<file path="src/pkg/fscc_pkg.sv">
package fscc_pkg;

  localparam int NCH        = 2;
  localparam int CLK_HZ     = 200_000_000;
  localparam int US_PER_S   = 1_000_000;
  localparam int S_PER_MIN  = 60;
  localparam int TICK_CYC   = CLK_HZ / US_PER_S;
  localparam int TICK_W     = 8;
  localparam logic [TICK_W-1:0] TICK_LAST = TICK_W'(TICK_CYC - 1);

  localparam int STALL_US_DEF = 250_000;

  localparam int PWM_W      = 10;
  localparam int PWM_DIV    = 8;
  localparam int PWMD_W     = 3;
  localparam logic [PWMD_W-1:0] PWMD_LAST = PWMD_W'(PWM_DIV - 1);

  localparam int DUTY_W     = 11;
  localparam logic [DUTY_W-1:0] DUTY_FULL = 11'h400;
  localparam logic [DUTY_W-1:0] DUTY_75   = 11'h300;
  localparam logic [DUTY_W-1:0] DUTY_50   = 11'h200;
  localparam logic [DUTY_W-1:0] DUTY_ZERO = 11'h000;
  localparam logic [DUTY_W-1:0] STEP_FAST = 11'h010;
  localparam logic [DUTY_W-1:0] STEP_SLOW = 11'h001;

  localparam int PER_W      = 20;
  localparam int SPD_W      = 16;
  localparam int DEN_W      = 23;
  localparam int NUM_W      = 26;
  localparam int ACC_W      = SPD_W + 3;
  localparam int DIVC_W     = 5;
  localparam logic [NUM_W-1:0] RPM_NUM = NUM_W'(S_PER_MIN * US_PER_S);
  localparam logic [DIVC_W-1:0] DIVC_LAST = DIVC_W'(NUM_W - 1);
  localparam logic [SPD_W-1:0] AT_TOL  = 16'h0020;

  localparam int SE_W       = 9;
  localparam int START_EDGE_MIN = 2;

  localparam int ADDR_W     = 8;
  localparam logic [ADDR_W-1:0] A_RIS   = 8'h00;
  localparam logic [ADDR_W-1:0] A_MIS   = 8'h04;
  localparam logic [ADDR_W-1:0] A_IEN   = 8'h08;
  localparam logic [ADDR_W-1:0] A_ICLR  = 8'h0c;
  localparam logic [ADDR_W-1:0] A_CH    = 8'h10;
  localparam int CH_SHIFT   = 4;
  localparam logic [1:0] R_CFG  = 2'h0;
  localparam logic [1:0] R_DUTY = 2'h1;
  localparam logic [1:0] R_TGT  = 2'h2;
  localparam logic [1:0] R_SPD  = 2'h3;
  localparam int HT_ACT     = 1;
  localparam logic [2:0] HSIZE_WORD = 3'h2;

  localparam int CFG_W      = 15;
  localparam int CFG_EN     = 0;
  localparam int CFG_AUTO   = 1;
  localparam int CFG_NORST  = 2;
  localparam int CFG_FAST   = 3;
  localparam int CFG_SD     = 4;
  localparam int CFG_SE     = 6;
  localparam int CFG_HY     = 9;
  localparam int CFG_AV     = 11;
  localparam int CFG_PPR    = 13;

  localparam int EV_STALL   = 0;
  localparam int EV_AT      = 1;
  localparam int EV_N       = 2;
  localparam int EV_TOT     = EV_N * NCH;

  typedef enum logic [1:0] {
    ST_OFF   = 2'b00,
    ST_START = 2'b01,
    ST_RUN   = 2'b10,
    ST_HALT  = 2'b11
  } fscc_st_t;

endpackage

</file>
<file path="src/design/fscc_top.sv">
`timescale 1ns/10ps
module fscc_top #(
  parameter int unsigned STALL_US = fscc_pkg::STALL_US_DEF
) (
  input  wire logic                      clk,
  input  wire logic                      srst,
  input  wire logic                      hsel,
  input  wire logic [31:0]               haddr,
  input  wire logic [1:0]                htrans,
  input  wire logic                      hwrite,
  input  wire logic [2:0]                hsize,
  input  wire logic [31:0]               hwdata,
  input  wire logic                      hready,
  output logic                           hreadyout,
  output logic                           hresp,
  output logic [31:0]                    hrdata,
  input  wire logic [fscc_pkg::NCH-1:0]  tach_in,
  output logic [fscc_pkg::NCH-1:0]       fan_pwm,
  output logic                           irq
);
  import fscc_pkg::*;

  logic                 act_w;
  logic                 wr_pend_q;
  logic [ADDR_W-1:0]    wr_addr_q;
  logic                 rd_pend_q;
  logic [ADDR_W-1:0]    rd_addr_q;
  logic                 hready_q;
  logic                 hresp_q;
  logic [31:0]          hrdata_q;
  logic [31:0]          rd_w;
  logic [CFG_W-1:0]     cfg_q      [NCH];
  logic [DUTY_W-1:0]    duty_set_q [NCH];
  logic [SPD_W-1:0]     tgt_q      [NCH];
  logic [DUTY_W-1:0]    duty_q     [NCH];
  logic [SPD_W-1:0]     speed_q    [NCH];
  fscc_st_t             st_q       [NCH];
  logic                 ev_stall_q [NCH];
  logic                 ev_at_q    [NCH];
  logic                 pwm_q      [NCH];
  logic [EV_TOT-1:0]    ris_q;
  logic [EV_TOT-1:0]    ien_q;
  logic [EV_TOT-1:0]    set_w;
  logic [EV_TOT-1:0]    clr_w;
  logic                 irq_q;
  logic [TICK_W-1:0]    tick_cnt_q;
  logic                 tick_q;
  logic [PWMD_W-1:0]    pwmd_q;
  logic [PWM_W-1:0]     pwm_cnt_q;

  function automatic logic ch_hit(input logic [ADDR_W-1:0] a, input int i);
    logic [ADDR_W-1:0] off;
    off = a - A_CH;
    return (a >= A_CH) && (int'(off >> CH_SHIFT) == i);
  endfunction

  assign hreadyout = hready_q;
  assign hresp     = hresp_q;
  assign hrdata    = hrdata_q;
  assign irq       = irq_q;

  assign act_w = hsel & htrans[HT_ACT] & hready & (hsize == HSIZE_WORD);

  // writes finish with no wait; reads take one wait state
  always_ff @(posedge clk) begin
    if (srst) begin
      wr_pend_q <= 1'b0;
      wr_addr_q <= '0;
      rd_pend_q <= 1'b0;
      rd_addr_q <= '0;
      hready_q  <= 1'b1;
      hresp_q   <= 1'b0;
      hrdata_q  <= '0;
    end else begin
      hresp_q   <= 1'b0;
      wr_pend_q <= act_w & hwrite;
      if (act_w & hwrite) begin
        wr_addr_q <= haddr[ADDR_W-1:0];
      end
      if (act_w & ~hwrite) begin
        rd_pend_q <= 1'b1;
        rd_addr_q <= haddr[ADDR_W-1:0];
        hready_q  <= 1'b0;
      end else if (rd_pend_q) begin
        rd_pend_q <= 1'b0;
        hready_q  <= 1'b1;
        hrdata_q  <= rd_w;
      end
    end
  end

  always_ff @(posedge clk) begin
    if (srst) begin
      ien_q <= '0;
      for (int i = 0; i < NCH; i++) begin
        cfg_q[i]      <= '0;
        duty_set_q[i] <= DUTY_ZERO;
        tgt_q[i]      <= '0;
      end
    end else if (wr_pend_q) begin
      if (wr_addr_q == A_IEN) begin
        ien_q <= hwdata[EV_TOT-1:0];
      end
      for (int i = 0; i < NCH; i++) begin
        if (ch_hit(wr_addr_q, i)) begin
          case (wr_addr_q[3:2])
            R_CFG: begin
              cfg_q[i] <= hwdata[CFG_W-1:0];
            end
            R_DUTY: begin
              duty_set_q[i] <= (hwdata[DUTY_W-1:0] > DUTY_FULL) ? DUTY_FULL : hwdata[DUTY_W-1:0];
            end
            R_TGT: begin
              tgt_q[i] <= hwdata[SPD_W-1:0];
            end
            default: begin
            end
          endcase
        end
      end
    end
  end

  always_comb begin
    rd_w = '0;
    case (rd_addr_q)
      A_RIS:   rd_w[EV_TOT-1:0] = ris_q;
      A_MIS:   rd_w[EV_TOT-1:0] = ris_q & ien_q;
      A_IEN:   rd_w[EV_TOT-1:0] = ien_q;
      default: rd_w = '0;
    endcase
    for (int i = 0; i < NCH; i++) begin
      if (ch_hit(rd_addr_q, i)) begin
        case (rd_addr_q[3:2])
          R_CFG:   rd_w[CFG_W-1:0]  = cfg_q[i];
          R_DUTY:  rd_w[DUTY_W-1:0] = duty_q[i];
          R_TGT:   rd_w[SPD_W-1:0]  = tgt_q[i];
          R_SPD:   rd_w[SPD_W-1:0]  = speed_q[i];
          default: rd_w = '0;
        endcase
      end
    end
  end

  always_comb begin
    clr_w = '0;
    if (wr_pend_q && (wr_addr_q == A_ICLR)) begin
      clr_w = hwdata[EV_TOT-1:0];
    end
    for (int i = 0; i < NCH; i++) begin
      set_w[i*EV_N+EV_STALL] = ev_stall_q[i];
      set_w[i*EV_N+EV_AT]    = ev_at_q[i];
    end
  end

  // set beats a clear in the same cycle
  always_ff @(posedge clk) begin
    if (srst) begin
      ris_q <= '0;
      irq_q <= 1'b0;
    end else begin
      ris_q <= (ris_q & ~clr_w) | set_w;
      irq_q <= |(ris_q & ien_q);
    end
  end

  always_ff @(posedge clk) begin
    if (srst) begin
      tick_cnt_q <= '0;
      tick_q     <= 1'b0;
      pwmd_q     <= '0;
      pwm_cnt_q  <= '0;
    end else begin
      tick_q <= (tick_cnt_q == TICK_LAST);
      tick_cnt_q <= (tick_cnt_q == TICK_LAST) ? '0 : tick_cnt_q + 1'b1;
      pwmd_q <= (pwmd_q == PWMD_LAST) ? '0 : pwmd_q + 1'b1;
      if (pwmd_q == PWMD_LAST) begin
        pwm_cnt_q <= pwm_cnt_q + 1'b1;
      end
    end
  end

  for (genvar g = 0; g < NCH; g++) begin : g_ch
    logic                en_w;
    logic                auto_w;
    logic [1:0]          sd_w;
    logic [2:0]          se_w;
    logic [1:0]          hy_w;
    logic [1:0]          av_w;
    logic [1:0]          ppr_w;
    logic [2:0]          ts_q;
    logic                stab_q;
    logic                chg_w;
    logic                rise_w;
    logic [PER_W-1:0]    per_q;
    logic                valid_q;
    logic                stalled_q;
    logic                stall_w;
    logic                busy_q;
    logic [DIVC_W-1:0]   divc_q;
    logic [NUM_W-1:0]    num_q;
    logic [NUM_W-1:0]    quo_q;
    logic [DEN_W-1:0]    rem_q;
    logic [DEN_W-1:0]    den_q;
    logic [DEN_W:0]      rem2_w;
    logic                ge_w;
    logic [NUM_W-1:0]    quo_nx_w;
    logic [SPD_W-1:0]    samp_w;
    logic                done_w;
    logic [ACC_W-1:0]    acc_q;
    logic [ACC_W-1:0]    sum_w;
    logic [2:0]          acnt_q;
    logic                at_q;
    logic [SPD_W-1:0]    diff_w;
    logic [SE_W-1:0]     se_cnt_q;
    logic [2:0]          adj_q;
    logic [DUTY_W-1:0]   start_duty_w;
    logic [DUTY_W-1:0]   step_w;
    logic [DUTY_W:0]     up_w;

    assign en_w   = cfg_q[g][CFG_EN];
    assign auto_w = cfg_q[g][CFG_AUTO];
    assign sd_w   = cfg_q[g][CFG_SD+1:CFG_SD];
    assign se_w   = cfg_q[g][CFG_SE+2:CFG_SE];
    assign hy_w   = cfg_q[g][CFG_HY+1:CFG_HY];
    assign av_w   = cfg_q[g][CFG_AV+1:CFG_AV];
    assign ppr_w  = cfg_q[g][CFG_PPR+1:CFG_PPR];
    assign fan_pwm[g] = pwm_q[g];

    assign chg_w   = (ts_q[1] == ts_q[2]) && (ts_q[2] != stab_q);
    assign rise_w  = chg_w & ts_q[2];
    assign stall_w = en_w && tick_q && !stalled_q && !rise_w && (per_q == PER_W'(STALL_US - 1));

    always_ff @(posedge clk) begin
      // tach idles high on its pull-up; a low reset value would fake a rising edge
      if (srst) begin
        ts_q   <= '1;
        stab_q <= 1'b1;
      end else begin
        ts_q <= {ts_q[1:0], tach_in[g]};
        if (ts_q[1] == ts_q[2]) begin
          stab_q <= ts_q[2];
        end
      end
    end

    // interval timer in microseconds between rising tach edges
    always_ff @(posedge clk) begin
      if (srst || !en_w) begin
        per_q         <= '0;
        valid_q       <= 1'b0;
        stalled_q     <= 1'b0;
        ev_stall_q[g] <= 1'b0;
      end else begin
        ev_stall_q[g] <= stall_w;
        if (rise_w) begin
          per_q     <= '0;
          valid_q   <= 1'b1;
          stalled_q <= 1'b0;
        end else if (stall_w) begin
          stalled_q <= 1'b1;
          valid_q   <= 1'b0;
        end else if (tick_q && !stalled_q) begin
          per_q <= per_q + 1'b1;
        end
      end
    end

    always_comb begin
      rem2_w   = {rem_q, num_q[NUM_W-1]};
      ge_w     = rem2_w >= {1'b0, den_q};
      quo_nx_w = {quo_q[NUM_W-2:0], ge_w};
      samp_w   = (quo_nx_w > NUM_W'({SPD_W{1'b1}})) ? {SPD_W{1'b1}} : quo_nx_w[SPD_W-1:0];
      done_w   = busy_q && (divc_q == DIVC_LAST);
      sum_w    = acc_q + ACC_W'(samp_w);
    end

    // serial divide: rpm = minute in us / (interval * pulses per rev)
    always_ff @(posedge clk) begin
      if (srst || !en_w) begin
        busy_q <= 1'b0;
        divc_q <= '0;
        num_q  <= '0;
        quo_q  <= '0;
        rem_q  <= '0;
        den_q  <= '0;
      end else if (!busy_q) begin
        if (rise_w && valid_q && (per_q != '0)) begin
          busy_q <= 1'b1;
          divc_q <= '0;
          num_q  <= RPM_NUM;
          quo_q  <= '0;
          rem_q  <= '0;
          den_q  <= DEN_W'(per_q) * (DEN_W'(ppr_w) + DEN_W'(1));
        end
      end else begin
        num_q  <= {num_q[NUM_W-2:0], 1'b0};
        quo_q  <= quo_nx_w;
        rem_q  <= ge_w ? DEN_W'(rem2_w - {1'b0, den_q}) : rem2_w[DEN_W-1:0];
        divc_q <= divc_q + 1'b1;
        busy_q <= !done_w;
      end
    end

    always_ff @(posedge clk) begin
      if (srst || !en_w) begin
        acc_q      <= '0;
        acnt_q     <= '0;
        speed_q[g] <= '0;
      end else if (stall_w) begin
        acc_q      <= '0;
        acnt_q     <= '0;
        speed_q[g] <= '0;
      end else if (done_w) begin
        if (acnt_q == 3'((1 << av_w) - 1)) begin
          speed_q[g] <= SPD_W'(sum_w >> av_w);
          acc_q      <= '0;
          acnt_q     <= '0;
        end else begin
          acc_q  <= sum_w;
          acnt_q <= acnt_q + 1'b1;
        end
      end
    end

    assign diff_w = (speed_q[g] > tgt_q[g]) ? speed_q[g] - tgt_q[g] : tgt_q[g] - speed_q[g];

    always_ff @(posedge clk) begin
      if (srst || !en_w) begin
        at_q       <= 1'b0;
        ev_at_q[g] <= 1'b0;
      end else begin
        at_q       <= auto_w && (st_q[g] == ST_RUN) && (speed_q[g] != '0) && (diff_w <= AT_TOL);
        ev_at_q[g] <= auto_w && (st_q[g] == ST_RUN) && (speed_q[g] != '0) && (diff_w <= AT_TOL) && !at_q;
      end
    end

    always_comb begin
      case (sd_w)
        2'h1:    start_duty_w = DUTY_50;
        2'h2:    start_duty_w = DUTY_75;
        2'h3:    start_duty_w = DUTY_FULL;
        default: start_duty_w = DUTY_ZERO;
      endcase
      step_w = cfg_q[g][CFG_FAST] ? STEP_FAST : STEP_SLOW;
      up_w   = {1'b0, duty_q[g]} + {1'b0, step_w};
    end

    // channel sequencing and duty control
    always_ff @(posedge clk) begin
      if (srst || !en_w) begin
        st_q[g]   <= ST_OFF;
        duty_q[g] <= DUTY_ZERO;
        se_cnt_q  <= '0;
        adj_q     <= '0;
      end else begin
        case (st_q[g])
          ST_OFF: begin
            se_cnt_q <= '0;
            adj_q    <= '0;
            if (auto_w && (sd_w != 2'h0)) begin
              st_q[g]   <= ST_START;
              duty_q[g] <= start_duty_w;
            end else begin
              st_q[g] <= ST_RUN;
            end
          end
          ST_START: begin
            duty_q[g] <= start_duty_w;
            if (!auto_w) begin
              st_q[g] <= ST_RUN;
            end else if (stall_w) begin
              se_cnt_q <= '0;
              if (cfg_q[g][CFG_NORST]) begin
                st_q[g] <= ST_HALT;
              end
            end else if (chg_w) begin
              se_cnt_q <= se_cnt_q + 1'b1;
              if (se_cnt_q == SE_W'((START_EDGE_MIN << se_w) - 1)) begin
                st_q[g] <= ST_RUN;
                adj_q   <= '0;
              end
            end
          end
          ST_RUN: begin
            if (!auto_w) begin
              duty_q[g] <= duty_set_q[g];
            end else if (stall_w) begin
              se_cnt_q <= '0;
              if (cfg_q[g][CFG_NORST]) begin
                st_q[g] <= ST_HALT;
              end else if (sd_w != 2'h0) begin
                st_q[g]   <= ST_START;
                duty_q[g] <= start_duty_w;
              end
            end else if (rise_w) begin
              adj_q <= adj_q + 1'b1;
              if (adj_q == 3'((1 << hy_w) - 1)) begin
                adj_q <= '0;
                if (speed_q[g] < tgt_q[g]) begin
                  duty_q[g] <= (up_w > {1'b0, DUTY_FULL}) ? DUTY_FULL : up_w[DUTY_W-1:0];
                end else if (speed_q[g] > tgt_q[g]) begin
                  duty_q[g] <= (duty_q[g] > step_w) ? duty_q[g] - step_w : DUTY_ZERO;
                end
              end
            end
          end
          ST_HALT: begin
            duty_q[g] <= DUTY_ZERO;
            if (!auto_w) begin
              st_q[g] <= ST_RUN;
            end
          end
          default: begin
            st_q[g] <= ST_OFF;
          end
        endcase
      end
    end

    always_ff @(posedge clk) begin
      if (srst || !en_w) begin
        pwm_q[g] <= 1'b0;
      end else begin
        pwm_q[g] <= (st_q[g] != ST_OFF) && ({1'b0, pwm_cnt_q} < duty_q[g]);
      end
    end
  end

endmodule

</file>
<file path="config.mk">
export PLATFORM = sky130hd
export DESIGN_NAME = fscc_top
export DESIGN_NICKNAME = d
export VERILOG_FILES = /design/src/pkg/fscc_pkg.sv /design/src/design/fscc_top.sv
export SDC_FILE = /design/constraint.sdc
export NUM_CORES = 2
export LEC_CHECK = 0
export ABC_AREA = 0
export BUFFER_PORTS_ARGS = -buffer_cell sky130_fd_sc_hd__buf_2
export CAP_MARGIN = 20
export CORE_MARGIN = 3
export CORE_UTILIZATION = 40
export DETAILED_ROUTE_END_ITERATION = 8
export SLEW_MARGIN = 20
export SYNTH_ARGS = -nofsm -noshare
export SYNTH_HDL_FRONTEND = slang
export SYNTH_SLANG_ARGS = --single-unit
export TNS_END_PERCENT = 30
</file>
<file path="constraint.sdc">
create_clock -name clk -period 9.24 [get_ports clk]
set_input_delay 0 -clock clk [delete_from_list [all_inputs] [get_ports clk]]
set_output_delay 0 -clock clk [all_outputs]
set_load 0.005 [all_outputs]
</file>
* Word level (Yosys, flattened, before mapping)
Memory sizes are Yosys's and may differ from the RTL's.
Cells that the tools add are included.
** Storage, ports and cells
- Word-level logic and storage cells :: 636
- Memories :: 9
- Bits in writable memories :: 148
- Register bits :: 408
- Input port bits :: 76
** Memories
- speed_q :: depth 2, width 16, rd ports 2, clocked after memory_dff 0, wr ports 2, RTL line fscc_top.sv:36 : logic [SPD_W-1:0] speed_q [NCH];
- tgt_q :: depth 2, width 16, rd ports 2, clocked after memory_dff 0, wr ports 2, RTL line fscc_top.sv:34 : logic [SPD_W-1:0] tgt_q [NCH];
- cfg_q :: depth 2, width 15, rd ports 2, clocked after memory_dff 0, wr ports 2, RTL line fscc_top.sv:32 : logic [CFG_W-1:0] cfg_q [NCH];
- duty_q :: depth 2, width 11, rd ports 2, clocked after memory_dff 0, wr ports 2, RTL line fscc_top.sv:35 : logic [DUTY_W-1:0] duty_q [NCH];
- duty_set_q :: depth 2, width 11, rd ports 2, clocked after memory_dff 0, wr ports 2, RTL line fscc_top.sv:33 : logic [DUTY_W-1:0] duty_set_q [NCH];
- st_q :: depth 2, width 2, rd ports 2, clocked after memory_dff 0, wr ports 2, RTL line fscc_top.sv:37 : fscc_st_t st_q [NCH];
- +3 memories
** Cells by class
- Bitwise operators :: 63
- Magnitude comparators :: 19
- Mux-type cells :: 311
- Multiply operators :: 2
- $add $sub $neg :: 35
- Shifts and indexed selects :: 8
- Equal/unequal tests :: 58
- Reduce and logical (&&, ||, !) cells :: 86
** Operator list (number)
- 2-to-1 mux 11 bit :: 21
- 2-to-1 mux 1 bit :: 196
- 2-to-1 mux 16 bit :: 12
- 2-to-1 mux 23 bit :: 6
- 2-to-1 mux 26 bit :: 4
- 2-to-1 mux 25 bit :: 4
- 2-to-1 mux 9 bit :: 10
- one-hot mux 11 bit (4 select lines) :: 2
- one-hot mux 11 bit (3 select lines) :: 2
- logical NOT 32 bit :: 2
- subtractor 16 bit :: 4
- 2-to-1 mux 3 bit :: 18
- one-hot mux 9 bit (3 select lines) :: 2
- > comparator 26 x 16 -> 1 bit, second input constant :: 2
- >= comparator 24 x 23 -> 1 bit :: 2
- multiplier 20 x 3 -> 23 bit :: 2
- bitwise OR 1 bit :: 46
- subtractor 23 bit :: 2
- adder 20 x 1 -> 20 bit, second input constant :: 2
- equality test 20 x 18 -> 1 bit, second input constant :: 2
- nonzero test 20 bit :: 2
- adder 19 x 16 -> 19 bit :: 2
- 2-to-1 mux 19 bit :: 2
- >> shifter 19 x 2 -> 16 bit :: 2
- 61 further kinds :: 233

* Depth between registers and ports, before layout
- Word-level depth :: 16
- Gate-level depth with buffers :: 27

* Worst setup path before layout
OpenSTA, ideal clock, no wires.
- Path kind :: register to register
- From :: register g_ch[1].den_q[2]
- To :: memory speed_q[1][13], data pin
- Arrival :: 5.163 ns
- Stages on the path, launching flop included :: 26
- Setup slack :: 3.822 ns
- Data required time :: 8.985 ns
- Path through :: dfxtp_1 inv_1 ha_1 nor2b_1 o21a_1 o21ai_2 a21boi_2 a2111o_1 o221ai_2 nand3_2 a311oi_4 buf_6 nand4_1 ha_1 inv_1 fa_1 nor2b_1 o21ai_1 a21boi_1 o41a_1 o41a_1 a21oi_1 a211o_1 xnor2_1 mux4_2 and2_1
** RTL lines
- start, declared :: RTL line fscc_top.sv:204 : logic [DEN_W-1:0] den_q;
- start signal, assigned :: RTL line fscc_top.sv:294 : den_q <= DEN_W'(per_q) * (DEN_W'(ppr_w) + DEN_W'(1));
- end, declared :: RTL line fscc_top.sv:36

==> flow_summary.ini <==
[outcome]
status = finished clean

[power_and_ir_drop]
clkPwrFrac = 0.467
report.power.total_w = 0.00537
p_leak_nw = 15.7
pwr-share-seq = 0.458
powerDensity_nw_per_um2 = 137
peakVddDrop_v = 0.000174
switching_power_w = 0.00134
p_comb_frac = 0.075
internal_power_w = 0.00403
p_sw_frac = 0.250

[sta]
grt_setup_unrepaired = no
period_minus_slack_ps = 5610
relSlewSlack = 0.250
final-hold-violation-count = 0
fin_worst_skew_ps = 35.1
max_freq_mhz = 178
tightest_slew_ps = 1120
finalCritPeriodShare = 0.607
maxSlewViolCount = 0
setup_viol = 0
finalSetupTns_ps = 0

[floorplan]
die_h_um = 304
io-pin-count = 113
die_area_um2 = 92600
rows = 108
fp.coreArea_um2 = 87400
die_w_um = 304
start_util = 0.407

[cells_and_area]
area_delta_synth_final_pct = 9.78
drive_above_1_share = 0.0748
layout.nets = 4614
fin_cells = 5459
register_area_um2 = 12000
multi_input_area_um2 = 21700
fillerInstances = 8583

[clock_network]
clock_path_buffers = 3
cts.clk_slew.worst_paths_ps = 70
h-tree-depth = 2
cts_tree = yes
clk_latency_ps = 660
cts_root_buf = clkbuf_16
cts_buffers = 61
clock_sinks = 526
ctsResizeCount = 0

[worst_setup_path]
r2r_end = speed_q[1][13]$_SDFFCE_PN0P_
r2r.worst_path.cells = 24
r2r_slack_ps = 3630
cp-endpoint = speed_q[1][13]$_SDFFCE_PN0P_
worstPathRequired_ps = 9630
arrival_ps = 6000
path_max_fanout = 7
r2r-start = g_ch[1].den_q[9]$_SDFFE_PN0P_
timing.critical_path.to_type = register
worstSetupPathType = register to register
worstSetupStartpoint = g_ch[1].den_q[9]$_SDFFE_PN0P_
start_kind = register

[grt]
grt_max_degree = 108
grt.total_usage = 0.192
antenna_found_initial = 7
grt_overflow = 0
grt_pass1_vias = 27900
grt_pass1_wl_um = 149000

[synth]
ys.flop_type = dfxtp_1
synthCells = 4291
synth_edf_count = 142
ys.warnings.count = 0
netlist-cell-type-count = 105
yosysTopAreaCellShare = 0.216
ys_seq_area_frac = 0.336
synth_area_per_cell_um2 = 8.29
async_reset_ff_frac = 0
yosysTopAreaCell = dfxtp_1
synth_area_um2 = 35600
synth_area_leaders = dfxtp_1 (22%), edfxtp_1 (12%), ha_1 (8.5%)
synth-seq-cells = 526

[routing]
wl_per_cell_um = 16.6
drc = 0
dr.pass1.iters = 7
drtIter0Drc = 2318
vias_per_cell = 5.43
drt_wl_total_um = 90800
vias = 29600
drtAntennaViolNets = 0

[run]
maxCapViolations = 0

[place]
placed_cells = 5311
place_congestion = 0.912
numPortBuffers = 54
dp_hpwl_um = 66300

[min_path]
hold_class = input port to register
min_from = htrans[1]
-- worst max-delay path, cell delays in order (launching register included) --
cell      delay [ps]
dfxtp_1          330
inv_1             50
ha_1             340
a21o_1           210
a21o_1           180
a211oi_1         240
o21ai_0          110
and3b_1          210
o221ai_2         260
nand3_2          130
a311oi_4         370
nand4_1          150
ha_1             230
inv_1             70
fa_1             200
nor2b_1           60
o21ai_1          150
a21boi_1         140
o41a_1           360
o41a_1           370
a21oi_1          150
a211o_1          280
xnor2_1          120
mux4_2           460
and2_1           160
-- layout by cell type (no fill, tap or decap), types with 38 or more instances in the layout --
master       n
nand2_1    450
buf_4       40
nand3_1    106
mux2i_1     99
a21o_1      75
inv_1      275
a21oi_1    314
a211oi_1    50
nand2b_1    76
nand4_1     38
clkbuf_16   67
a22oi_1     48
dfxtp_1    380
or2_2       47
edfxtp_1   142
buf_2       54
o21ai_0    148
fa_1        46
or3_1       39
nor2b_1     68
nor2_1     482
xor2_1      83
nor3_1     121
and2_1      85
and3_1      43
xnor2_1    116
ha_1       242
-- layer usage --
| metal | share of wire | track usage | vias to the layer above |
|---|---|---|---|
| li1 | - | - | 15000 |
| met1 | 0.50 | 0.280 | 13900 |
| met2 | 0.43 | 0.299 | 661 |
| met3 | 0.050 | 0.0274 | 119 |
| met4 | 0.021 | 0.0445 | 6 |
| met5 | 0.00050 | 0 | - |
-- sequential cells by signal, indices dropped and copies added, names as in the netlist, 6 cells and up --
register	flops
g_ch.quo_q	50
g_ch.den_q	46
g_ch.rem_q	46
g_ch.per_q	40
g_ch.acc_q	38
g_ch.num_q	36
speed_q	32
tgt_q	32
cfg_q	30
duty_q	22
duty_set_q	22
g_ch.se_cnt_q	18
hrdata	16
g_ch.divc_q	10
pwm_cnt_q	10
rd_addr_q	8
tick_cnt_q	8
wr_addr_q	8
g_ch.acnt_q	6
g_ch.adj_q	6
g_ch.ts_q	6
-- cell type report --
type,count,share of cell area
inverter,277,0.0266
sequential,526,0.306
clock inverter,28,0.00685
clock buffer,87,0.0468
multi-input combinational,3260,0.554
timing repair buffer,124,0.0223
tap,1155,0.0370
antenna,2,0.000128
-- worst min path at each step --
stage | to | slack (ps) | depth (start not counted)
CTS | hreadyout$_SDFFE_PP1P_ | 40 | 5
floorplan | g_ch[0].ts_q[0]$_SDFF_PP1_ | 100 | 1
finish | hreadyout$_SDFFE_PP1P_ | 80 | 5
detailed placement | g_ch[0].ts_q[0]$_SDFF_PP1_ | 190 | 2
global placement | g_ch[0].ts_q[0]$_SDFF_PP1_ | 190 | 2
global route | g_ch[1].ts_q[0]$_SDFF_PP1_ | 70 | 3
-- Yosys cell counts, drive strengths merged, types with 69 or more instances --
cell	instances
nor2	482
nand2	450
dfxtp	384
a21oi	314
inv	276
ha	242
clkbuf	184
o21ai	175
edfxtp	142
nor3	122
xnor2	116
nand3	108
mux2i	99
and2	85
xor2	83
nand2b	79
a21o	75
nor2b	69
-- what timing repair did --
item | CTS | global route
setup buffers | 0 | 0
hold buffers | 30 | 0
endpoints found under the hold margin | 130 | 0
-- kinds of logic after synthesis --
family / after synthesis / share of synthesized area
flip-flops: 526 / 0.336
AO/OA/AOI/OAI: 950 / 0.173
AND/OR/NAND/NOR: 1667 / 0.225
adder cells (fa/ha/maj): 288 / 0.111
XOR/XNOR: 199 / 0.0490
buffers and inverters: 521 / 0.0585
other: 1 / 0.000105
multiplexers: 139 / 0.0481
-- per-stage QoR --
stage               hold slack (ps)  setup WS, ps  utilization  area, µm²
global placement                186          3690        0.419      36700
floorplan                       104          3820            -      35600
detailed placement              190          3660        0.419      36700
CTS                            35.8          3610        0.447      39100
finish                         76.8          3630        0.447      39100
global route                   67.8          3190        0.447      39100
-- power groups by stage --
stage               registers (W)  clock network, W  logic (W)
finish                    0.00246           0.00251   0.000402
detailed placement        0.00251                 0   0.000386
floorplan                 0.00246                 0   0.000323
global route              0.00246           0.00267   0.000445
global placement          0.00251                 0   0.000384
CTS                       0.00246           0.00258   0.000398
(Power assumes the default switching activity.)
